File: config.mk
export PLATFORM = sky130hd
export DESIGN_NAME = emp_event_pin_mux
export DESIGN_NICKNAME = d
export VERILOG_FILES = /design/src/verilog/emp_pkg.sv /design/src/verilog/emp_ft_divider.sv /design/src/verilog/emp_event_pin_mux.sv
export SDC_FILE = /design/constraint.sdc
export NUM_CORES = 1
export LEC_CHECK = 0
export ABC_AREA = 1
export BUFFER_PORTS_ARGS = -buffer_cell sky130_fd_sc_hd__buf_4
export CORE_MARGIN = 2
export CORE_UTILIZATION = 60
export CTS_BUF_LIST = sky130_fd_sc_hd__clkbuf_8
export DETAILED_ROUTE_END_ITERATION = 8
export PLACE_DENSITY = 0.82
export SLEW_MARGIN = 20
export SYNTH_ARGS = -nofsm -noshare
export SYNTH_HDL_FRONTEND = slang
export SYNTH_SLANG_ARGS = --single-unit
File: constraint.sdc
create_clock -name CLOCK -period 4.9 [get_ports CLOCK]
set_input_delay 1.47 -clock CLOCK [delete_from_list [all_inputs] [get_ports CLOCK]]
set_output_delay 1.47 -clock CLOCK [all_outputs]
set_load 0.01 [all_outputs]
File: src/verilog/emp_pkg.sv
// constants and carrier types for the shared event pin selector
// assumes one 200 MHz clock and a simple register port in front of the regs
// Notes on behaviour
// RULE_01: timer, osc-fail, alarm 1 and watchdog requests OR into one request.
// RULE_02: frequency test, when selected, drives a 512 Hz square on the pin.
// RULE_03: pin is open drain; only pulled low, external pull-up gives high.
// RULE_04: on battery only alarm 1 and osc-fail count; on main all four.
// RULE_05: main supply, level 0 and test 0: pin low always.
// RULE_06: main supply, test 1: square when level 0 or nothing enabled.
// RULE_07: main supply, level 1 and some enable: pin low while source asserted.
// RULE_08: main supply, level 1, test 0, nothing enabled: pin high.
// RULE_09: level bit 7, test enable bit 6 of calibration register 08h.
// RULE_10: alarm 1 enable bit 7, backup enable bit 5 of register 0Ah.
// RULE_11: osc-fail enable bit 7 of 09h; timer enable bit 5 of 11h.
// RULE_12: on battery the frequency test is off and its bit ignored.
// RULE_13: on battery with backup enable 0 the pin stays high.
// RULE_14: on battery, level 1 and no alarm or osc-fail enable: pin high.
// RULE_15: on battery, backup enable 1 and level 0: pin low.
// RULE_16: host sets level, backup enable and a source enable for battery interrupts.
// RULE_17: host reads flags at 0Fh to see which sources hold the pin.
// RULE_18: further flags while pin is low cause no extra pin transition.
// RULE_19: host services every asserting source before the pin releases.
// RULE_20: cold power-up sets level and square enable, clears rest; warm clears test, watchdog. Cold start also loads 03h at 11h and sets osc-fail flag.
// RULE_21: osc-fail flag clears only by writing it 0; flag reads harmless.
// RULE_22: clearing osc-fail enable drops request; re-setting with flag 1 reasserts.
// RULE_23: pin choice is logic over control bits, supply state and flags.
package emp_pkg;
  localparam logic [7:0] ADDR_CAL = 8'h08;
  localparam logic [7:0] ADDR_WDOG = 8'h09;
  localparam logic [7:0] ADDR_A1MON = 8'h0A;
  localparam logic [7:0] ADDR_FLAGS = 8'h0F;
  localparam logic [7:0] ADDR_TCTL = 8'h11;
  // field positions
  localparam int BIT_OUT = 7;
  localparam int BIT_FT = 6;
  localparam int BIT_OSC_FAIL_IRQ_ENABLE = 7;
  localparam int BIT_ALARM1_IRQ_ENABLE = 7;
  localparam int BIT_SQUARE_WAVE_ENABLE = 6;
  localparam int BIT_ABE = 5;
  localparam int BIT_TIE = 5;
  localparam logic [7:0] WDOG_CNT_MASK = 8'h7F;
  // flag register layout
  localparam int FBIT_WDF = 7;
  localparam int FBIT_AF = 6;
  localparam int FBIT_TF = 3;
  localparam int FBIT_OF = 2;
  // cold power-up values
  localparam logic [7:0] CAL_COLD = 8'h80;
  localparam logic [7:0] WDOG_COLD = 8'h00;
  localparam logic [7:0] A1MON_COLD = 8'h40;
  localparam logic [7:0] TCTL_COLD = 8'h03;
  localparam logic OF_COLD = 1'b1;
  // frequency test timing
  localparam int CLK_HZ = 200_000_000;
  localparam int FT_HZ = 512;
  localparam int FT_HALF_CYCLES = CLK_HZ / (2 * FT_HZ);
  localparam int FT_CNT_W = 18;

  typedef struct packed {
    logic we;
    logic re;
    logic [7:0] addr;
    logic [7:0] wdata;
  } emp_reg_req_t;

  typedef struct packed {
    logic timer_evt;
    logic alarm1_evt;
    logic wdog_evt;
    logic osc_fail_evt;
  } emp_src_t;

  typedef struct packed {
    logic wdf;
    logic af;
    logic tf;
    logic of;
  } emp_flags_t;
endpackage

File: src/verilog/emp_ft_divider.sv
// frequency test square generator
// assumes enable is a level from the owning block
`timescale 1ns/1ps
`default_nettype none
module emp_ft_divider #(
  parameter int HALF_CYCLES = emp_pkg::FT_HALF_CYCLES
) (
  input wire logic clock,
  input wire logic rstn,
  input wire logic enable,
  output logic square
);
  import emp_pkg::*;

  typedef struct packed {
    logic [FT_CNT_W-1:0] cnt;
    logic sq;
  } emp_div_state_t;

  localparam logic [FT_CNT_W-1:0] LAST = FT_CNT_W'(HALF_CYCLES - 1);

  emp_div_state_t st_reg;
  emp_div_state_t st_next;

  // held low while disabled so every test burst starts on the same phase
  always_comb begin
    st_next = st_reg;
    if (!enable) begin
      st_next.cnt = '0;
      st_next.sq = 1'b0;
    end else if (st_reg.cnt == LAST) begin
      st_next.cnt = '0;
      st_next.sq = ~st_reg.sq;
    end else begin
      st_next.cnt = st_reg.cnt + FT_CNT_W'(1);
    end
  end

  always_ff @(posedge clock) begin
    if (!rstn) begin
      st_reg <= '0;
    end else begin
      st_reg <= st_next;
    end
  end

  assign square = st_reg.sq;
endmodule
`default_nettype wire

File: src/verilog/emp_event_pin_mux.sv
// event pin selector: control registers, source flags and pin priority
// assumes register port and source events are synchronous to CLOCK
`timescale 1ns/1ps
`default_nettype none
module emp_event_pin_mux #(
  parameter int FT_HALF = emp_pkg::FT_HALF_CYCLES
) (
  input wire logic CLOCK,
  input wire logic RSTN,
  input wire logic COLD_START,
  input wire logic BACKUP_MODE,
  input wire emp_pkg::emp_reg_req_t REG_REQ,
  output logic [7:0] REG_RDATA,
  input wire emp_pkg::emp_src_t SRC_EVT,
  output logic SHARED_EVENT_PIN_O,
  output logic SHARED_EVENT_PIN_OE,
  output logic SQUARE_WAVE_ENABLE,
  output logic FREQ_TEST_ACTIVE
);
  import emp_pkg::*;

  typedef struct packed {
    logic [7:0] cal;
    logic [7:0] wdog;
    logic [7:0] a1mon;
    logic [7:0] tctl;
    emp_flags_t flg;
    logic [7:0] rdata;
    logic pin_low;
    logic ft_act;
  } emp_state_t;

  emp_state_t st_reg;
  emp_state_t st_next;

  logic ft_square;

  // register fields
  logic out_bit;
  logic ft_bit;
  logic osc_fail_irq_enable;
  logic alarm1_irq_enable;
  logic abe;
  logic timer_irq_enable;
  logic wd_running;

  // request terms
  logic req_timer;
  logic req_alarm1;
  logic req_wdog;
  logic req_osc;
  logic irq_main;
  logic irq_backup;
  logic any_en_main;
  logic any_en_backup;

  // bus decode
  logic wr_cal;
  logic wr_wdog;
  logic wr_a1mon;
  logic wr_flags;
  logic wr_tctl;
  logic rd_flags;

  function automatic logic hit(input emp_reg_req_t req, input logic [7:0] addr);
    hit = (req.addr == addr);
  endfunction

  function automatic logic [7:0] flags_image(input emp_flags_t f);
    logic [7:0] v;
    v = 8'h00;
    v[FBIT_WDF] = f.wdf;
    v[FBIT_AF] = f.af;
    v[FBIT_TF] = f.tf;
    v[FBIT_OF] = f.of;
    flags_image = v;
  endfunction

  emp_ft_divider #(
    .HALF_CYCLES(FT_HALF)
  ) u_ft_div (
    .clock(CLOCK),
    .rstn(RSTN),
    .enable(st_reg.ft_act),
    .square(ft_square)
  );

  always_comb begin
    out_bit = st_reg.cal[BIT_OUT]; // [RULE_09]
    ft_bit = st_reg.cal[BIT_FT]; // [RULE_09]
    alarm1_irq_enable = st_reg.a1mon[BIT_ALARM1_IRQ_ENABLE]; // [RULE_10]
    abe = st_reg.a1mon[BIT_ABE]; // [RULE_10]
    osc_fail_irq_enable = st_reg.wdog[BIT_OSC_FAIL_IRQ_ENABLE]; // [RULE_11]
    timer_irq_enable = st_reg.tctl[BIT_TIE]; // [RULE_11]
    // a loaded watchdog count counts as an enabled source
    wd_running = |(st_reg.wdog & WDOG_CNT_MASK);
  end

  always_comb begin
    // enable gating only; a cleared enable drops its request at once
    req_timer = timer_irq_enable & st_reg.flg.tf;
    req_alarm1 = alarm1_irq_enable & st_reg.flg.af;
    req_wdog = wd_running & st_reg.flg.wdf;
    req_osc = osc_fail_irq_enable & st_reg.flg.of; // [RULE_22]
    irq_main = req_timer | req_alarm1 | req_wdog | req_osc; // [RULE_01]
    irq_backup = req_alarm1 | req_osc; // [RULE_04]
    any_en_main = alarm1_irq_enable | osc_fail_irq_enable | timer_irq_enable | wd_running; // [RULE_04]
    any_en_backup = alarm1_irq_enable | osc_fail_irq_enable; // [RULE_04]
  end

  always_comb begin
    wr_cal = REG_REQ.we & hit(REG_REQ, ADDR_CAL);
    wr_wdog = REG_REQ.we & hit(REG_REQ, ADDR_WDOG);
    wr_a1mon = REG_REQ.we & hit(REG_REQ, ADDR_A1MON);
    wr_flags = REG_REQ.we & hit(REG_REQ, ADDR_FLAGS);
    wr_tctl = REG_REQ.we & hit(REG_REQ, ADDR_TCTL);
    rd_flags = REG_REQ.re & hit(REG_REQ, ADDR_FLAGS);
  end

  always_comb begin
    st_next = st_reg;

    // control register writes
    if (wr_cal) begin
      st_next.cal = REG_REQ.wdata;
    end
    if (wr_wdog) begin
      st_next.wdog = REG_REQ.wdata;
    end
    if (wr_a1mon) begin
      st_next.a1mon = REG_REQ.wdata;
    end
    if (wr_tctl) begin
      st_next.tctl = REG_REQ.wdata;
    end

    // flag clears; the sets below are applied after, so an event wins
    if (rd_flags) begin
      st_next.flg.af = 1'b0;
      st_next.flg.tf = 1'b0;
    end
    // the osc-fail flag ignores reads and falls only when written 0
    if (wr_flags && !REG_REQ.wdata[FBIT_OF]) begin
      st_next.flg.of = 1'b0; // [RULE_21]
    end
    // reloading the watchdog is how the host services its flag
    if (wr_wdog) begin
      st_next.flg.wdf = 1'b0; // [RULE_19]
    end

    // flag sets; timer and watchdog are dead on battery
    if (SRC_EVT.timer_evt && !BACKUP_MODE) begin
      st_next.flg.tf = 1'b1; // [RULE_04]
    end
    if (SRC_EVT.wdog_evt && !BACKUP_MODE) begin
      st_next.flg.wdf = 1'b1; // [RULE_04]
    end
    if (SRC_EVT.alarm1_evt) begin
      st_next.flg.af = 1'b1;
    end
    if (SRC_EVT.osc_fail_evt) begin
      st_next.flg.of = 1'b1;
    end

    // read data, unmapped reads as zero
    if (REG_REQ.re) begin
      case (REG_REQ.addr)
        ADDR_CAL: begin
          st_next.rdata = st_reg.cal;
        end
        ADDR_WDOG: begin
          st_next.rdata = st_reg.wdog;
        end
        ADDR_A1MON: begin
          st_next.rdata = st_reg.a1mon;
        end
        ADDR_FLAGS: begin
          st_next.rdata = flags_image(st_reg.flg); // [RULE_17]
        end
        ADDR_TCTL: begin
          st_next.rdata = st_reg.tctl;
        end
        default: begin
          st_next.rdata = 8'h00;
        end
      endcase
    end

    // test generator runs only on main supply
    st_next.ft_act = 1'b0;
    if (!BACKUP_MODE && ft_bit) begin
      if (!out_bit || !any_en_main) begin
        st_next.ft_act = 1'b1; // [RULE_06]
      end
    end

    // pin priority; a level, so later flags add no edge while already low
    if (BACKUP_MODE) begin
      // frequency test bit takes no part here
      if (!abe) begin
        st_next.pin_low = 1'b0; // [RULE_12] [RULE_13]
      end else if (!out_bit) begin
        st_next.pin_low = 1'b1; // [RULE_15]
      end else if (!any_en_backup) begin
        st_next.pin_low = 1'b0; // [RULE_14]
      end else begin
        st_next.pin_low = irq_backup; // [RULE_18] [RULE_23]
      end
    end else begin
      if (!out_bit && !ft_bit) begin
        st_next.pin_low = 1'b1; // [RULE_05]
      end else if (ft_bit && (!out_bit || !any_en_main)) begin
        // square phase low pulls the pin
        st_next.pin_low = ~ft_square; // [RULE_02] [RULE_06]
      end else if (out_bit && any_en_main) begin
        st_next.pin_low = irq_main; // [RULE_07] [RULE_18] [RULE_23]
      end else begin
        st_next.pin_low = 1'b0; // [RULE_08]
      end
    end
  end

  always_ff @(posedge CLOCK) begin
    if (!RSTN) begin
      if (COLD_START) begin
        // first application of power: full defaults
        st_reg.cal <= CAL_COLD; // [RULE_20]
        st_reg.wdog <= WDOG_COLD; // [RULE_20]
        st_reg.a1mon <= A1MON_COLD; // [RULE_20]
        st_reg.tctl <= TCTL_COLD;
        st_reg.flg <= '0;
        st_reg.flg.of <= OF_COLD;
      end else begin
        // backed-up power-up keeps everything but test and watchdog
        st_reg.cal[BIT_FT] <= 1'b0; // [RULE_20]
        st_reg.wdog <= st_reg.wdog & ~WDOG_CNT_MASK; // [RULE_20]
      end
      st_reg.rdata <= 8'h00;
      st_reg.pin_low <= 1'b0;
      st_reg.ft_act <= 1'b0;
    end else begin
      st_reg <= st_next;
    end
  end

  // open drain: the output level is fixed low, only the enable moves
  assign SHARED_EVENT_PIN_O = 1'b0; // [RULE_03]
  assign SHARED_EVENT_PIN_OE = st_reg.pin_low; // [RULE_03]
  assign REG_RDATA = st_reg.rdata;
  assign SQUARE_WAVE_ENABLE = st_reg.a1mon[BIT_SQUARE_WAVE_ENABLE];
  assign FREQ_TEST_ACTIVE = st_reg.ft_act;
endmodule
`default_nettype wire

==> flow_summary.toml <==
[outcome]
status = "completed"

[synthesis]
synth_cell_type_count = 33
synth_seq_cells = 65
synth.net_count = 425
synth_area_leader_cell = "edfxtp_1"
syn_inst = 398
synth-seq-area-share_pct = 50.5
synth_area_leaders = "edfxtp_1 32%, dfxtp_1 18%, nand2_1 10%"
yosysWarnings = 0
syn_avg_cell_area_sq_um = 8.22
syn_area_sq_mm = 0.00327
synth_top_cell_area_share_pct = 32.1

[setup_path]
crit_buf_inv = 4
worstPathCellList = "buf_4 -> inv_1 -> nand2_1 -> nor2_2 -> buf_4 -> nand2_1 -> o21ai_1 -> inv_1 -> o22ai_1"
cp.depth = 9
path_max_fanout = 23
slowest_stage = "o21ai_1"
slowest_delay_ns = 0.60
arrival_ns = 3.05
reg2reg_depth = 8
crit_required_ns = 4.94
endpoint_kind = "register"
critPathLaunchType = "input port"
path_delay_family = "compound AO/OA/AOI/OAI gates"
critical_path_class = "in -> reg"

[timing]
max_freq_mhz = 332
final_hold_viol_count = 0
clock_skew_ns = 0.00709
finalSetupViolCount = 0
rsz0062_at_grt = "false"
slew_viol_final = 0
period_needed_ns = 3.01
tightestPinTransition_ns = 0.736
worst_slack_ns = 1.89
period_share_pct = 61.5
fin_setup_tns_ns = 0
timing.slew.headroom_pct = 50.6

[placed_design]
pre_cts_ws_ns = 1.48
dp_hpwl_um = 5650
port-buffer-count = 36
place.gp.congestion = 0.981

[clock_tree]
numCtsBuffers = 9
clkLatencyLatePin_ns = 0.34
cts_setup_buffers = 0
cts_max_level = 3
cts_resized = 0
cts_max_path_buffers = 2
cts_tree = "done"
hold_buffers = 0
clkSinkCount = 65
cts.clk_slew.worst_paths_ns = 0.07
root_buffer = "clkbuf_8"

[global_routing]
gr-total-overflow = 0
grt_pass1_vias = 2556
grt_usage_pct = 26.6
antenna_found_initial = 0
grt_max_degree = 26
grt_pass1_wl_um = 12100

[finish]
most-common-layout-cells = "90 x nand2_1, 58 x inv_1, 39 x nor2_1"
syn_to_final_growth_pct = 13.5
nets = 459
drive_gt1_share_pct = 19.7
antennaDiodeCount = 0
largest_reg_flops = 30
finalCoreUtilization_pct = 71.8
final_common_cell = "nand2_1"

[power_and_ir_drop]
leakage_nw = 1.50
peakVddDrop_mv = 0.239
power_density_mw_per_mm2 = 298

[routing]
drtIter0Drc = 245
routed_wl_um = 7430
avgViaCountPerCell = 5.42
remaining_drc_errors = 0
routedWlPerCell_um = 14.6
ant_nets = 0
vias = 2750
drtPass1Iterations = 4

[floorplanning]
coreArea_sq_mm = 0.00517
num_rows = 26
die_y_um = 77.8
start_util_pct = 63.2
ios = 38
dieArea_sq_mm = 0.00606
dieWidth_um = 77.8

[worst_hold_path]
hold_path.class = "reg -> reg"
hold_depth = 2

[flow_run]
drv_cap = 0
## kinds of logic (layout without fill, tap and decap cells)
| family | after synthesis | after routing | synth area share, % |
|---|---|---|---|
| simple gates | 211 | 211 | 30.8 |
| buf+inv | 74 | 113 | 10.1 |
| flops | 65 | 65 | 50.5 |
| compound gates | 44 | 44 | 7.57 |
| xor+xnor | 2 | 2 | 0.536 |
| fa+ha+maj | 1 | 1 | 0.382 |
| other cells | 1 | 1 | 0.115 |
## through the flow
stage | power (mW) | hold slack [ns] | instance area, sq um | cells
after floorplan | 0.662 | 0.441 | 3270 | 398
after global placement | 0.698 | 0.452 | 3530 | 491
after detailed placement | 0.701 | 0.459 | 3530 | 491
after CTS | 1.11 | 0.470 | 3710 | 507
after global routing | 1.14 | 0.483 | 3710 | 507
final | 1.11 | 0.469 | 3710 | 507
## Yosys cell counts (all sizes together)
master,n
nand3,35
buf,12
or2,5
nor2,49
nor3,15
edfxtp,35
conb,1
nor4,1
ha,1
nand3b,1
clkbuf,3
a21oi,22
inv,59
nand4,10
dfxtp,30
nand2,95
xor2,2
o21ai,18
o22ai,4
## cell type report
type	count	area [sq um]
Clock buffer	9	124
Clock inverter	7	55.1
Fill cell	408	1460
Inverter	59	221
Multi-Input combinational cell	259	1290
Sequential cell	65	1650
Tap cell	70	87.6
Timing Repair Buffer	38	285
## layer usage
| metal | GRT usage [%] | wire, um |
|---|---|---|
| met3 | 6.16 | 628 |
| met2 | 40.6 | 3380 |
| met5 | 0 | 0 |
| met1 | 36.0 | 3290 |
| met4 | 12.5 | 133 |
## power breakdown
part	internal [mW]	switching, mW	total, mW	leakage (nW)
Combinational	0.0297	0.0469	0.0765	0.835
Sequential	0.600	0.0128	0.613	0.559
Clock	0.226	0.192	0.418	0.104
Total	0.856	0.252	1.11	1.50
## worst min-delay path, cell delays in order, from the launching register on
cell     delay, ns
dfxtp_1       0.31
nand2_1       0.06
a21oi_1       0.05
## path summary, 6_finish.rpt
check	from	endpoint	slack (ns)
max	REG_REQ[15]	st_reg[13]	1.89
min reg2reg	REG_RDATA[4]	REG_RDATA[4]	0.47
max reg2reg	u_ft_div.st_reg[1]	u_ft_div.st_reg[18]	3.15
min	REG_RDATA[4]	REG_RDATA[4]	0.47
(Power assumes the default switching activity.)
